==> config.mk <==
export PLATFORM = sky130hd
export DESIGN_NAME = rsbs_top
export DESIGN_NICKNAME = d
export VERILOG_FILES = /design/src/rsbs_pkg.sv /design/src/rsbs_fifo_if.sv /design/src/rsbs_fifo.sv /design/src/rsbs_top.sv
export VERILOG_INCLUDE_DIRS = /design/src
export SDC_FILE = /design/constraint.sdc
export NUM_CORES = 2
export LEC_CHECK = 0
export BUFFER_PORTS_ARGS = -buffer_cell sky130_fd_sc_hd__buf_4
export CORE_AREA = 5 5 252 352
export CTS_CLUSTER_SIZE = 24
export DETAILED_ROUTE_END_ITERATION = 10
export DIE_AREA = 0 0 257 357
export GPL_TIMING_DRIVEN = 0
export PLACE_DENSITY = 0.79
export SLEW_MARGIN = 30
export SYNTH_ARGS = -nofsm -noshare
export SYNTH_HDL_FRONTEND = slang
export SYNTH_SLANG_ARGS = --single-unit
export TNS_END_PERCENT = 50
==> constraint.sdc <==
create_clock -name sys_clk -period 5.7 [get_ports sys_clk]
set_input_delay 0.285 -clock sys_clk [delete_from_list [all_inputs] [get_ports sys_clk]]
set_output_delay 0.285 -clock sys_clk [all_outputs]
set_load 0.02 [all_outputs]
==> src/rsbs_params.svh <==
// constants for the receive signaling buffer and change stack
`ifndef RSBS_PARAMS_SVH
`define RSBS_PARAMS_SVH

`define RSBS_ADDR_W           9
`define RSBS_SLOTS            32
`define RSBS_OFF_TIMER_STATUS 9'h008
`define RSBS_OFF_SBI_CFG      9'h0d0
`define RSBS_OFF_SIG_CFG      9'h0d7
`define RSBS_OFF_STACK        9'h0da
`define RSBS_OFF_PCC_BASE     9'h180
`define RSBS_OFF_SIGBUF_BASE  9'h1a0

// rx_signaling_config fields
`define RSBS_CFG_ROBBED       0
`define RSBS_CFG_FREEZE       1
`define RSBS_CFG_DEBOUNCE     2
`define RSBS_CFG_UNICODE      3
`define RSBS_CFG_EVERY_MF     4
// system_bus_interface_config field
`define RSBS_SBI_EMBED        0
// rx_per_channel_control field
`define RSBS_PCC_STACK_EN     0
// timer_interrupt_status fields
`define RSBS_ISR_SIG          0
`define RSBS_ISR_UNICODE      1
// rx_signaling_change_stack fields
`define RSBS_STK_MORE         7
`define RSBS_STK_WORD         6

// reset values
`define RSBS_RST_SIG_CFG      8'h01
`define RSBS_RST_SBI_CFG      8'h00
`define RSBS_RST_PCC          8'h00
`define RSBS_RST_SIGBUF       8'h00

// framing and slot figures
`define RSBS_FRAMES_PER_SIG   5'h06
`define RSBS_FRAMES_PER_MF    5'h18
`define RSBS_FBIT_TS          5'h1a
`define RSBS_FBIT_POS         7
`define RSBS_UNASSIGNED_TS_A  5'h00
`define RSBS_UNASSIGNED_TS_B  5'h10
`define RSBS_IDLE_BYTE        8'hff
`define RSBS_FIFO_DEPTH       8

`endif

==> src/rsbs_pkg.sv <==
// types shared by the signaling buffer block
package rsbs_pkg;
    typedef struct packed {
        logic [4:0] ts;
        logic [7:0] data;
        logic       fbit;
    } rsbs_pcm_t;

    typedef struct packed {
        logic [4:0] chan;
        logic [3:0] abcd;
    } rsbs_stack_entry_t;

    typedef enum logic {RSBS_WORD_CHAN, RSBS_WORD_ABCD} rsbs_word_t;
endpackage : rsbs_pkg

==> src/rsbs_fifo_if.sv <==
// valid/ready carrier between the block and its pcm fifo
`timescale 1ns/100ps
interface rsbs_fifo_if #(parameter int WIDTH = 14);
    logic             wr_valid;
    logic             wr_ready;
    logic [WIDTH-1:0] wr_data;
    logic             rd_valid;
    logic             rd_ready;
    logic [WIDTH-1:0] rd_data;
    modport fifo (input wr_valid, wr_data, rd_ready, output wr_ready, rd_valid, rd_data);
    modport user (output wr_valid, wr_data, rd_ready, input wr_ready, rd_valid, rd_data);
endinterface : rsbs_fifo_if

==> src/rsbs_fifo.sv <==
// synchronous fifo with registered ready and valid
`timescale 1ns/100ps
module rsbs_fifo #(
    parameter int WIDTH = 14,
    parameter int DEPTH = 8
) (
    input wire logic sys_clk,
    input wire logic rst_b,
    rsbs_fifo_if.fifo f
);
    localparam int AW = $clog2(DEPTH);
    localparam int CW = $clog2(DEPTH + 1);

    logic [WIDTH-1:0] mem_q [DEPTH];
    logic [AW-1:0]    wptr_q;
    logic [AW-1:0]    rptr_q;
    logic [CW-1:0]    count_q;
    logic [CW-1:0]    count_d;
    logic             push;
    logic             pop;

    assign push      = f.wr_valid && f.wr_ready;
    assign pop       = f.rd_valid && f.rd_ready;
    assign f.rd_data = mem_q[rptr_q];

    // occupancy after this cycle's push and pop
    always_comb begin
        count_d = count_q;
        if (push && !pop) begin
            count_d = count_q + CW'(1);
        end else if (pop && !push) begin
            count_d = count_q - CW'(1);
        end
    end

    // storage and pointers
    always_ff @(posedge sys_clk) begin
        if (push) begin
            mem_q[wptr_q] <= f.wr_data;
        end
        if (!rst_b) begin
            wptr_q <= '0;
            rptr_q <= '0;
        end else begin
            if (push) wptr_q <= (wptr_q == AW'(DEPTH - 1)) ? '0 : wptr_q + AW'(1);
            if (pop)  rptr_q <= (rptr_q == AW'(DEPTH - 1)) ? '0 : rptr_q + AW'(1);
        end
    end

    // flags come straight from flops so back-pressure is clean
    always_ff @(posedge sys_clk) begin
        if (!rst_b) begin
            count_q    <= '0;
            f.wr_ready <= 1'b0;
            f.rd_valid <= 1'b0;
        end else begin
            count_q    <= count_d;
            f.wr_ready <= (count_d != CW'(DEPTH));
            f.rd_valid <= (count_d != '0);
        end
    end
endmodule : rsbs_fifo

==> src/rsbs_top.sv <==
// receive signaling buffer, change stack and pcm output stage
// Notes on behaviour
// - a 32-byte buffer keeps one multiframe of signaling, byte n for time slot n.
// - each byte holds received signaling in its low nibble and outgoing signaling in its high nibble.
// - the processor reads and overwrites any buffer byte and overwritten values are then used.
// - robbed-bit signaling goes into the pcm output by multiframe timing, abcd goes out by frame timing.
// - a config register picks transparent or robbed-bit, freeze, debounce and unicode detection.
// - changes are stacked only for channels whose stack enable bit is set.
// - the stack keeps channel and new abcd for each change, with room for every channel at once.
// - at the end of a multiframe with any stacked change the signaling status bit is set and an interrupt raised.
// - the more bit is cleared once the stack is empty and the processor reads until it sees that.
// - with the every-multiframe option in t1 the interrupt comes at each multiframe boundary.
// - with embedded framing in t1 the framing bit is placed on the pcm output.
// - embedded mapping idles ts0, ts16 and ts27-31 and puts the framing bit in bit 7 of ts26.
`timescale 1ns/100ps
`include "rsbs_params.svh"
module rsbs_top #(
    parameter int SLOTS      = `RSBS_SLOTS,
    parameter int FIFO_DEPTH = `RSBS_FIFO_DEPTH
) (
    input  wire logic                    sys_clk,
    input  wire logic                    rst_b,
    input  wire logic                    t1_mode,
    input  wire logic                    rx_sig_valid,
    input  wire logic [4:0]              rx_sig_ts,
    input  wire logic [3:0]              rx_sig_abcd,
    input  wire logic                    pcm_in_valid,
    input  wire logic [4:0]              pcm_in_ts,
    input  wire logic [7:0]              pcm_in_byte,
    input  wire logic                    pcm_in_fbit,
    output wire logic                    pcm_in_ready,
    input  wire logic                    rx_frame_sync,
    input  wire logic                    rx_multiframe_sync,
    input  wire logic [`RSBS_ADDR_W-1:0] proc_addr,
    input  wire logic                    proc_rd,
    input  wire logic                    proc_wr,
    input  wire logic [7:0]              proc_wdata,
    output logic      [7:0]              proc_rdata_q,
    input  wire logic                    pcm_out_ready,
    output logic                         pcm_out_valid_q,
    output logic      [4:0]              pcm_out_ts_q,
    output logic      [7:0]              rx_pcm_output_q,
    output logic      [3:0]              rx_signaling_output_q,
    output wire logic                    sig_irq
);
    localparam int FW = $bits(rsbs_pkg::rsbs_pcm_t);

    logic [7:0]                     sigbuf_q [SLOTS];
    logic [7:0]                     pcc_q    [SLOTS];
    logic [3:0]                     cand_q   [SLOTS];
    logic [7:0]                     sig_cfg_q;
    logic [7:0]                     sbi_cfg_q;
    logic [7:0]                     isr_q;
    rsbs_pkg::rsbs_stack_entry_t    stk_q    [SLOTS];
    logic [4:0]                     stk_wptr_q;
    logic [4:0]                     stk_rptr_q;
    logic [5:0]                     stk_cnt_q;
    rsbs_pkg::rsbs_word_t           word_q;
    logic                           mf_changed_q;
    logic [3:0]                     uni_val_q;
    logic                           uni_seen_q;
    logic                           uni_same_q;
    logic [2:0]                     fsync_q;
    logic [2:0]                     msync_q;
    logic [4:0]                     fcnt_q;
    logic                           frame_edge;
    logic                           mf_edge;
    logic                           accept;
    logic                           changed;
    logic                           stk_push;
    logic                           stk_pop;
    logic                           stk_rd;
    logic                           sigbuf_hit;
    logic                           pcc_hit;
    logic                           isr_rd;
    logic                           out_load;
    logic [7:0]                     rdata_d;
    logic [7:0]                     pcm_d;
    logic [1:0]                     sig_idx;
    rsbs_pkg::rsbs_pcm_t            fifo_out;

    rsbs_fifo_if #(.WIDTH(FW)) pcm_if ();

    // pcm bytes pass through the fifo so the highway can stall the source
    rsbs_fifo #(.WIDTH(FW), .DEPTH(FIFO_DEPTH)) u_fifo (
        .sys_clk (sys_clk),
        .rst_b   (rst_b),
        .f       (pcm_if.fifo)
    );
    assign pcm_if.wr_valid = pcm_in_valid;
    assign pcm_if.wr_data  = {pcm_in_ts, pcm_in_byte, pcm_in_fbit};
    assign pcm_in_ready    = pcm_if.wr_ready;
    assign fifo_out        = pcm_if.rd_data;
    assign out_load        = pcm_if.rd_valid && (!pcm_out_valid_q || pcm_out_ready);
    assign pcm_if.rd_ready = out_load;

    // sync pins are taken as inputs and pass two flops first; the third flop feeds edge detection
    always_ff @(posedge sys_clk) begin
        if (!rst_b) begin
            fsync_q <= '0;
            msync_q <= '0;
        end else begin
            fsync_q <= {fsync_q[1:0], rx_frame_sync};
            msync_q <= {msync_q[1:0], rx_multiframe_sync};
        end
    end
    assign frame_edge = fsync_q[1] && !fsync_q[2];
    assign mf_edge    = msync_q[1] && !msync_q[2];

    // address decode of the processor port
    assign sigbuf_hit = (proc_addr[`RSBS_ADDR_W-1:5] == 4'(`RSBS_OFF_SIGBUF_BASE >> 5));
    assign pcc_hit    = (proc_addr[`RSBS_ADDR_W-1:5] == 4'(`RSBS_OFF_PCC_BASE >> 5));
    assign stk_rd     = proc_rd && (proc_addr == `RSBS_OFF_STACK);
    assign isr_rd     = proc_rd && (proc_addr == `RSBS_OFF_TIMER_STATUS);

    // receiver update qualified by freeze and debounce
    assign accept  = rx_sig_valid && !sig_cfg_q[`RSBS_CFG_FREEZE]
                     && (!sig_cfg_q[`RSBS_CFG_DEBOUNCE] || cand_q[rx_sig_ts] == rx_sig_abcd);
    assign changed = accept && (sigbuf_q[rx_sig_ts][3:0] != rx_sig_abcd);
    assign stk_push = changed && pcc_q[rx_sig_ts][`RSBS_PCC_STACK_EN]
                      && (stk_cnt_q != 6'(SLOTS));
    assign stk_pop  = stk_rd && (word_q == rsbs_pkg::RSBS_WORD_ABCD) && (stk_cnt_q != '0);

    // signaling buffer: processor write wins over a receiver update to the same byte
    always_ff @(posedge sys_clk) begin
        if (!rst_b) begin
            for (int i = 0; i < SLOTS; i++) begin
                sigbuf_q[i] <= `RSBS_RST_SIGBUF;
            end
        end else if (proc_wr && sigbuf_hit) begin
            sigbuf_q[proc_addr[4:0]] <= proc_wdata;
            if (accept && rx_sig_ts != proc_addr[4:0]) begin
                sigbuf_q[rx_sig_ts][3:0] <= rx_sig_abcd;
            end
        end else if (accept) begin
            sigbuf_q[rx_sig_ts][3:0] <= rx_sig_abcd;
        end
    end

    // debounce candidates: a value must arrive twice in a row for its slot to be accepted
    always_ff @(posedge sys_clk) begin
        if (!rst_b) begin
            for (int i = 0; i < SLOTS; i++) begin
                cand_q[i] <= '0;
            end
        end else if (rx_sig_valid) begin
            cand_q[rx_sig_ts] <= rx_sig_abcd;
        end
    end

    // per-channel control and configuration registers
    always_ff @(posedge sys_clk) begin
        if (!rst_b) begin
            for (int i = 0; i < SLOTS; i++) begin
                pcc_q[i] <= `RSBS_RST_PCC;
            end
            sig_cfg_q <= `RSBS_RST_SIG_CFG;
            sbi_cfg_q <= `RSBS_RST_SBI_CFG;
        end else if (proc_wr) begin
            if (pcc_hit) pcc_q[proc_addr[4:0]] <= proc_wdata;
            if (proc_addr == `RSBS_OFF_SIG_CFG) sig_cfg_q <= proc_wdata;
            if (proc_addr == `RSBS_OFF_SBI_CFG) sbi_cfg_q <= proc_wdata;
        end
    end

    // change stack storage, oldest entry first
    always_ff @(posedge sys_clk) begin
        if (stk_push) begin
            stk_q[stk_wptr_q] <= '{chan: rx_sig_ts, abcd: rx_sig_abcd};
        end
        if (!rst_b) begin
            stk_wptr_q <= '0;
            stk_rptr_q <= '0;
            stk_cnt_q  <= '0;
        end else begin
            if (stk_push) stk_wptr_q <= 5'(stk_wptr_q + 5'h01);
            if (stk_pop)  stk_rptr_q <= 5'(stk_rptr_q + 5'h01);
            stk_cnt_q <= 6'(stk_cnt_q + {5'h00, stk_push} - {5'h00, stk_pop});
        end
    end

    // word select of the two-read protocol
    always_ff @(posedge sys_clk) begin
        if (!rst_b) begin
            word_q <= rsbs_pkg::RSBS_WORD_CHAN;
        end else if (stk_rd && stk_cnt_q != '0) begin
            unique case (word_q)
                rsbs_pkg::RSBS_WORD_CHAN: word_q <= rsbs_pkg::RSBS_WORD_ABCD;
                rsbs_pkg::RSBS_WORD_ABCD: word_q <= rsbs_pkg::RSBS_WORD_CHAN;
            endcase
        end
    end

    // change tracking and unicode detection within one multiframe
    always_ff @(posedge sys_clk) begin
        if (!rst_b) begin
            mf_changed_q <= 1'b0;
            uni_val_q    <= '0;
            uni_seen_q   <= 1'b0;
            uni_same_q   <= 1'b1;
        end else if (mf_edge) begin
            mf_changed_q <= 1'b0;
            uni_seen_q   <= 1'b0;
            uni_same_q   <= 1'b1;
        end else begin
            if (stk_push) mf_changed_q <= 1'b1;
            if (rx_sig_valid) begin
                uni_seen_q <= 1'b1;
                uni_val_q  <= rx_sig_abcd;
                if (uni_seen_q && rx_sig_abcd != uni_val_q) uni_same_q <= 1'b0;
            end
        end
    end

    // status bits set at the multiframe end, cleared by reading, set wins over clear
    always_ff @(posedge sys_clk) begin
        if (!rst_b) begin
            isr_q <= '0;
        end else begin
            if (isr_rd) isr_q <= '0;
            if (mf_edge && (mf_changed_q || (sig_cfg_q[`RSBS_CFG_EVERY_MF] && t1_mode))) begin
                isr_q[`RSBS_ISR_SIG] <= 1'b1;
            end
            if (mf_edge && sig_cfg_q[`RSBS_CFG_UNICODE] && uni_seen_q && uni_same_q) begin
                isr_q[`RSBS_ISR_UNICODE] <= 1'b1;
            end
        end
    end
    assign sig_irq = isr_q[`RSBS_ISR_SIG];

    // read data mux; stack word carries more, word select and the field
    always_comb begin
        rdata_d = 8'h00;
        if (sigbuf_hit) begin
            rdata_d = sigbuf_q[proc_addr[4:0]];
        end else if (pcc_hit) begin
            rdata_d = pcc_q[proc_addr[4:0]];
        end else begin
            unique case (proc_addr)
                `RSBS_OFF_TIMER_STATUS: rdata_d = isr_q;
                `RSBS_OFF_SIG_CFG:      rdata_d = sig_cfg_q;
                `RSBS_OFF_SBI_CFG:      rdata_d = sbi_cfg_q;
                `RSBS_OFF_STACK: begin
                    if (stk_cnt_q != '0) begin
                        rdata_d[`RSBS_STK_MORE] = 1'b1;
                        rdata_d[`RSBS_STK_WORD] = (word_q == rsbs_pkg::RSBS_WORD_ABCD);
                        rdata_d[4:0] = (word_q == rsbs_pkg::RSBS_WORD_ABCD) ?
                                       {1'b0, stk_q[stk_rptr_q].abcd} : stk_q[stk_rptr_q].chan;
                    end
                end
                default: rdata_d = 8'h00;
            endcase
        end
    end

    always_ff @(posedge sys_clk) begin
        if (!rst_b) begin
            proc_rdata_q <= 8'h00;
        end else if (proc_rd) begin
            proc_rdata_q <= rdata_d;
        end
    end

    // frame count within the multiframe, restarted by the multiframe sync
    always_ff @(posedge sys_clk) begin
        if (!rst_b || mf_edge) begin
            fcnt_q <= '0;
        end else if (frame_edge) begin
            fcnt_q <= (fcnt_q == `RSBS_FRAMES_PER_MF - 5'h01) ? '0 : fcnt_q + 5'h01;
        end
    end
    assign sig_idx = 2'(fcnt_q / `RSBS_FRAMES_PER_SIG);

    // pcm byte after robbed-bit insertion and embedded framing
    always_comb begin
        pcm_d = fifo_out.data;
        if (t1_mode && sig_cfg_q[`RSBS_CFG_ROBBED]
            && (fcnt_q % `RSBS_FRAMES_PER_SIG) == `RSBS_FRAMES_PER_SIG - 5'h01) begin
            pcm_d[0] = sigbuf_q[fifo_out.ts][7 - sig_idx];
        end
        if (t1_mode && sbi_cfg_q[`RSBS_SBI_EMBED]) begin
            if (fifo_out.ts == `RSBS_UNASSIGNED_TS_A || fifo_out.ts == `RSBS_UNASSIGNED_TS_B
                || fifo_out.ts > `RSBS_FBIT_TS) begin
                pcm_d = `RSBS_IDLE_BYTE;
            end else if (fifo_out.ts == `RSBS_FBIT_TS) begin
                pcm_d = `RSBS_IDLE_BYTE;
                pcm_d[`RSBS_FBIT_POS] = fifo_out.fbit;
            end
        end
    end

    // output stage registers
    always_ff @(posedge sys_clk) begin
        if (!rst_b) begin
            pcm_out_valid_q       <= 1'b0;
            pcm_out_ts_q          <= '0;
            rx_pcm_output_q       <= `RSBS_IDLE_BYTE;
            rx_signaling_output_q <= '0;
        end else if (out_load) begin
            pcm_out_valid_q       <= 1'b1;
            pcm_out_ts_q          <= fifo_out.ts;
            rx_pcm_output_q       <= pcm_d;
            rx_signaling_output_q <= sigbuf_q[fifo_out.ts][7:4];
        end else if (pcm_out_ready) begin
            pcm_out_valid_q       <= 1'b0;
        end
    end
endmodule : rsbs_top

### After elaboration in Yosys (flattened, before gate mapping)

Memory sizes are Yosys's and may differ from the RTL's. A register that Yosys moved wholly into a read port is not among the register bits.
Index checks and enable logic that the tools add are counted.
Widths: inputs -> output; s select.

* bits in registers: 91
* output and inout bits: 28
* input bits: 50
* bits in writable memories: 1040
* memory bits (read-only): 0
* memories: 5
* bits in latches: 0
* word-level logic and storage cells: 188

Memories
* stk_q: depth 32, width 9, read ports 1, clocked after memory_dff 1, write ports 1, RTL line rsbs_top.sv:54 `rsbs_pkg::rsbs_stack_entry_t stk_q [SLOTS];`
* pcc_q: depth 32, width 8, read ports 2, clocked after memory_dff 0, write ports 32, RTL line rsbs_top.sv:49 `logic [7:0] pcc_q [SLOTS];`
* sigbuf_q: depth 32, width 8, read ports 3, clocked after memory_dff 0, write ports 32, RTL line rsbs_top.sv:48 `logic [7:0] sigbuf_q [SLOTS];`
* cand_q: depth 32, width 4, read ports 1, clocked after memory_dff 0, write ports 32, RTL line rsbs_top.sv:50 `logic [3:0] cand_q [SLOTS];`
* u_fifo.mem_q: depth 8, width 14, read ports 1, clocked after memory_dff 1, write ports 1, RTL line rsbs_fifo.sv:14 `logic [WIDTH-1:0] mem_q [DEPTH];`

* $mul: 0
* multiplexer cells: 65
* $add $sub $neg: 10
* reduce and logical (&&, ||, !) cells: 57
* bitwise gates (word level): 4
* magnitude comparators: 2
* equality and inequality tests: 18
* divide/modulo/power cells: 2
* shift-type cells: 0

Operators by type and width (count)
* $mux 8: 8
* $mux 5: 9
* $lt 32x4->1 const B: 1
* $mux 1: 32
* $logic_and 1x1->1: 28
* $eq 9x8->1 const B: 3
* $reduce_or 8->1: 3
* $pmux 5 s4: 1
* $mux 4: 4
* $add 5x1->5 const B: 3
* $eq 5x5->1 const B: 3
* $mux 3: 4
* $eq 9x4->1 const B: 1
* $eq 4x4->1 const B: 2
* $logic_not 1->1: 8
* $ne 4x4->1: 2
* $reduce_and 2->1: 4
* $add 3x1->3 const B: 2
* $add 6x1->6: 1
* $eq 3x3->1 const B: 2
* $logic_or 1x1->1: 6
* $mux 2: 3
* $ne 6x6->1 const B: 1
* $pmux 2 s3: 1
* other kinds (21): 26

### Longest topological paths before layout

An unclocked memory read counts as a cell.

* depth in word-level cells: 12
* mapped depth: 22
* mapped depth without buffers: 19

### Hierarchy

Synthesis repeated with hierarchy kept, for this count alone.

* cell total of the unflattened synthesis: 3642
* area total of the unflattened synthesis: 53349.9 µm²

Modules (own cells, without submodules)
* rsbs_top: instances 1, area an instance 48336.4 µm², sequential area each 29548.3 µm², cells an instance 3401
* rsbs_fifo: instances 1, area an instance 5013.6 µm², sequential area each 3663.5 µm², cells an instance 241

### Least setup slack after synthesis

No wires, ideal clock.

* kind: in2reg
* start point: input port rx_sig_ts[0]
* end point: register stk_cnt_q[5]
* required time: 5572 ps
* path buffers: 4
* arrival time: 3974 ps
* library setup time: 128 ps
* setup slack: 1598 ps
* stages on the path: 20
* path through: buf_4 -> buf_6 -> buf_6 -> buf_2 -> mux4_2 -> a22oi_1 -> nand4_1 -> xor2_1 -> o41ai_1 -> nor4b_4 -> inv_1 -> ha_1 -> inv_1 -> ha_1 -> a21o_1 -> a21oi_1 -> o21bai_1 -> a21oi_1 -> xnor2_1 -> nor2_1

* cells in the longest elaborated chain, start to end: 9
* elaborated cells on any way between the ends: 12
* those cells by class: add/sub (2); eq/ne (2); reduce/logical (5); memory (3)

Ends and longest elaborated chain
* start: declaration: RTL line rsbs_top.sv:25 `input wire logic [4:0] rx_sig_ts,`
* $mem_v2 32x4
* $eq 4x4->1: RTL line rsbs_top.sv:118 `` && (!sig_cfg_q[`RSBS_CFG_DEBOUNCE] || cand_q[rx_sig_ts] == rx_sig_abcd); ``
* $logic_or 1x1->1: RTL line rsbs_top.sv:118
* $logic_and 1x1->1: RTL line rsbs_top.sv:117 `` assign accept = rx_sig_valid && !sig_cfg_q[`RSBS_CFG_FREEZE] ``
* $logic_and 1x1->1: RTL line rsbs_top.sv:119 `assign changed = accept && (sigbuf_q[rx_sig_ts][3:0] != rx_sig_abcd);`
* $logic_and 1x1->1 * (2 in series): RTL line rsbs_top.sv:120 `` assign stk_push = changed && pcc_q[rx_sig_ts][`RSBS_PCC_STACK_EN] ``
* $add 6x1->6 *: RTL line rsbs_top.sv:178 `stk_cnt_q <= 6'(stk_cnt_q + {5'h00, stk_push} - {5'h00, stk_pop});`
* $sub 6x1->6 *: RTL line rsbs_top.sv:178
* end signal: assignment: RTL line rsbs_top.sv:178
* end: declaration: RTL line rsbs_top.sv:57 `logic [5:0] stk_cnt_q;`

Mark *: on every way between the ends. The rest lies on a longest branch, timed or not.
A chain may end at the register's enable or synchronous reset.

### Worst setup path in the final report

* start point: input port rx_sig_ts[4]
* end point: memory stk_q[6][8] in the netlist's numbering (enable)

* cells in the longest elaborated chain, start to end: 9
* elaborated cells on any way between the ends: 12
* those cells by class: eq/ne (2); mux (2); reduce/logical (5); memory (3)

Ends and longest elaborated chain
* $mem_v2 32x4
* $eq 4x4->1: RTL line rsbs_top.sv:118
* $logic_or 1x1->1: RTL line rsbs_top.sv:118
* $logic_and 1x1->1: RTL line rsbs_top.sv:117
* $logic_and 1x1->1: RTL line rsbs_top.sv:119
* $logic_and 1x1->1 * (2 in series): RTL line rsbs_top.sv:120
* $mux 1 *: RTL line rsbs_top.sv:168 `if (stk_push) begin`
* $mux 1 (not written as such) *: RTL line rsbs_top.sv:169 `stk_q[stk_wptr_q] <= '{chan: rx_sig_ts, abcd: rx_sig_abcd};`
* end: declaration: RTL line rsbs_top.sv:54

Marks and branches as above.

==> impl_metrics.sql <==
INSERT INTO impl_metrics (metric_group, metric, value, unit) VALUES
('worst_setup_path', 'worstReg2RegEnd', 'stk_q[6][8]', ''),
('worst_setup_path', 'path_class', 'in -> reg', ''),
('clock_tree', 'htree_levels', '3', ''),
('detailed_routing', 'routed_via_density', '7.220', ''),
('synth', 'synth_cells', '3550', ''),
('worst_setup_path', 'worstRegToRegCells', '8', ''),
('floorplanning', 'die_h', '357', 'microns'),
('detailed_routing', 'detailroute.wirelength.met2', '84.29', 'mm'),
('placed_design', 'io_buffers', '66', ''),
('worst_setup_path', 'critical-path-slowest-cell', 'nor2_1', ''),
('clock_tree', 'clock_sink_count', '1139', ''),
('worst_setup_path', 'crit_path_start_kind', 'input port', ''),
('timing', 'final_cycle_utilization_of_the_critical_path', '101.2', '%'),
('final_layout', 'finished_cell_area', '59020', 'sq um'),
('placed_design', 'place.gp.congestion', '1.088', ''),
('floorplanning', 'die_width', '257', 'microns'),
('floorplanning', 'starting_density_of_the_core', '62.17', '%'),
('worst_setup_path', 'cp-startpoint', 'rx_sig_ts[4]', ''),
('global_routing', 'grt_antenna_before_repair', '2', ''),
('worst_setup_path', 'timing.critical_path.slowest_cell_delay', '0.93', 'ns'),
('synth', 'yosysWarningCount', '0', ''),
('timing', 'setup_total_negative_slack', '-0.5635', 'ns'),
('synth', 'synthDominantCellAreaShare', '58.98', '%'),
('final_layout', 'utilization', '69.29', '%'),
('detailed_routing', 'met3RoutedLength', '19.99', 'mm'),
('clock_tree', 'cts_tree', 'done', ''),
('synth', 'synth_nets', '3626', ''),
('final_layout', 'share_of_layout_cells_above_drive_strength_1', '19.48', '%'),
('timing', 'rsz_0062_raised_after_global_routing', 'true', ''),
('clock_tree', 'clock-root-buffer', 'clkbuf_16', ''),
('global_routing', 'maximum_number_of_pins_on_one_net_before_global_route_repair', '34', ''),
('placed_design', 'dp_hpwl', '123.7', 'mm'),
('worst_setup_path', 'path_cells', 'dlygate4sd3_1 > buf_4 > clkbuf_1 > and3b_1 > clkbuf_1 > a22oi_1 > nand4_1 > xor2_1 > o41a_1 > nor4b_4 > nand2_1 > nor2_1', ''),
('detailed_routing', 'number_of_iterations_in_the_first_detailed_routing_pass', '8', ''),
('worst_setup_path', 'r2r_slack', '0.82', 'ns'),
('timing', 'postLayoutSetupSlackWorst', '-0.06737', 'ns'),
('global_routing', 'gr-total-overflow', '0', ''),
('run', 'max_cap_violations', '0', ''),
('timing', 'timing.fmax', '173.4', 'MHz'),
('global_routing', 'grt_pass1_wl', '245.2', 'mm'),
('synth', 'yosys.cell_types.count', '65', ''),
('detailed_routing', 'drt-total-wl', '172.6', 'mm'),
('synth', 'syn_area_per_cell', '14.92', 'sq um'),
('status', 'run_status', 'finished, violations left', ''),
('synth', 'synthArstFlopShare', '0', '%'),
('synth', 'netlist_area', '52950', 'sq um'),
('timing', 'final-max-slew-violation-count', '0', ''),
('clock_tree', 'ctsLongestPathBuffers', '3', ''),
('synth', 'synth.largest_area_cell', 'edfxtp_1', ''),
('global_routing', 'grt_usage', '37.15', '%'),
('detailed_routing', 'detail-route-antenna-nets', '0', ''),
('timing', 'worst_pin_slew', '1.120', 'ns'),
('clock_tree', 'cts_inserted_buffers', '105', ''),
('final_layout', 'fin_nets', '3863', ''),
('clock_tree', 'post-cts-setup-buffer-count', '0', ''),
('timing', 'headroom_to_the_max_slew_limit', '24.57', '%'),
('synth', 'postSynth.topFlopCell', 'edfxtp_1', ''),
('detailed_routing', 'm1WireLength', '52.83', 'mm'),
('clock_tree', 'worst_skew_pair.late_latency', '0.70', 'ns'),
('min_path', 'holdPathStages', '1', ''),
('final_layout', 'area_growth_syn_to_layout', '11.46', '%'),
('status', 'violations_in_the_final_reports', 'negative setup slack', ''),
('timing', 'period_minus_slack', '5.767', 'ns'),
('detailed_routing', 'wl_per_cell', '34.71', 'microns'),
('synth', 'synthTopCellsByArea', 'edfxtp_1 59%, mux4_2 15%, and2_1 3.8%', ''),
('timing', 'fin_worst_skew', '0.02749', 'ns'),
('timing', 'final-setup-viol-count', '9', ''),
('final_layout', 'mostFrequentLayoutCell', 'edfxtp_1', ''),
('worst_setup_path', 'critical_path_required', '6.00', 'ns'),
('final_layout', 'post_layout_nonfiller_instances', '4973', ''),
('final_layout', 'mostFrequentLayoutCells', '1040 x edfxtp_1, 347 x mux4_2, 320 x and2_1', '');
## power by group
part / total [mW] / internal (mW) / switching (mW)
sequential: 9.72 / 9.51 / 0.213
clock: 6.96 / 3.80 / 3.16
combinational: 3.14 / 1.07 / 2.07
total: 19.8 / 14.4 / 5.44
## repair_timing
| item | 4_1_cts | 5_1_grt |
|---|---|---|
| hold buffers | 28 | 0 |
| resized for setup | 4 | 4 |
| hold endpoints to repair | 281 | 0 |
| endpoints found under the setup margin | 97 | 38 |
| cloned | 0 | 0 |
## worst max path at each step
| stage | endpoint | slack, ns | cells past startpoint |
|---|---|---|---|
| finish | stk_q[6][8] | -0.07 | 12 |
| global route | stk_cnt_q[5] | -0.003 | 20 |
| CTS | stk_q[29][1] | 0.15 | 13 |
| detailed placement | stk_q[8][5] | -0.85 | 13 |
| global placement | stk_q[12][4] | -1.50 | 13 |
| floorplan | stk_cnt_q[5] | 1.60 | 20 |
## stage by stage
stage / power, mW / hold slack [ns] / setup slack (ns)
global placement: 12.76 / 0.4178 / -1.502
finish: 19.83 / 0.02286 / -0.06737
floorplan: 11.63 / 0.3839 / 1.598
detailed placement: 12.87 / 0.4268 / -0.8454
CTS: 19.65 / 0.0004196 / 0.1524
global route: 20.30 / 0.03965 / -0.003360
## metal layers
metal  track usage [%]  vias to the layer above
met5                 0                        -
met4             25.79                        2
met3             7.463                      779
met2             62.24                     2922
met1             43.45                    17830
li1                  -                    14370
## sequential cells by signal, summed over array words and instances (netlist names), 6 cells and up, named ones only
signal           count
rx_pcm_output_q      8
proc_rdata_q         8
sig_cfg_q            8
stk_q              288
sigbuf_q           256
pcc_q              256
sbi_cfg_q            8
stk_cnt_q            6
cand_q             128
u_fifo.mem_q       112
## critical path, delay by kind of cell
family	cells	cell delay, ns
AOI/OAI and AO/OA	2	0.81
xor gates and xnor gates	1	0.11
buffers and inverters	4	2.01
and+or+nand+nor	5	2.81
## cells in the mapped netlist (all sizes together), types with 4 or more instances
library cell / instances
mux2i: 39
nor4: 5
a211oi: 7
mux4: 347
ha: 25
buf: 71
and3: 210
mux2: 9
nand2: 246
and3b: 4
a21oi: 44
nand4: 36
clkbuf: 273
o22ai: 16
inv: 24
and2: 320
nand3: 83
nand3b: 9
nor2: 178
o21ai: 99
nand2b: 21
nor3b: 5
nor2b: 8
nor3: 21
a221oi: 4
a32oi: 5
o21a: 4
edfxtp: 1040
a21o: 35
xnor2: 16
dfxtp: 99
xor2: 20
a31oi: 17
or2: 5
o21bai: 4
a22oi: 37
a32o: 128
## layout make-up
class	count	area (sq um)
multi-input combinational	2043	18500
tap	1096	1371
inverter	24	90.09
clock buffer	137	2809
sequential	1139	33210
fill	5633	26150
timing repair buffer	130	1095
clock inverter	59	516.7
buffer	344	1425
antenna	1	2.502
## cell families (layout without fill, tap and decap cells)
family | count (synthesis) | after routing | share of synthesized area (%)
simple gates | 1163 | 1163 | 11.65
flops | 1139 | 1139 | 62.72
compound gates | 423 | 423 | 5.943
mux | 395 | 395 | 15.69
buf+inv | 368 | 694 | 2.774
xor+xnor | 36 | 36 | 0.5955
fa+ha+maj | 26 | 26 | 0.6286
other cells | 0 | 1 | 0
Power figures use the tool's default switching activity.
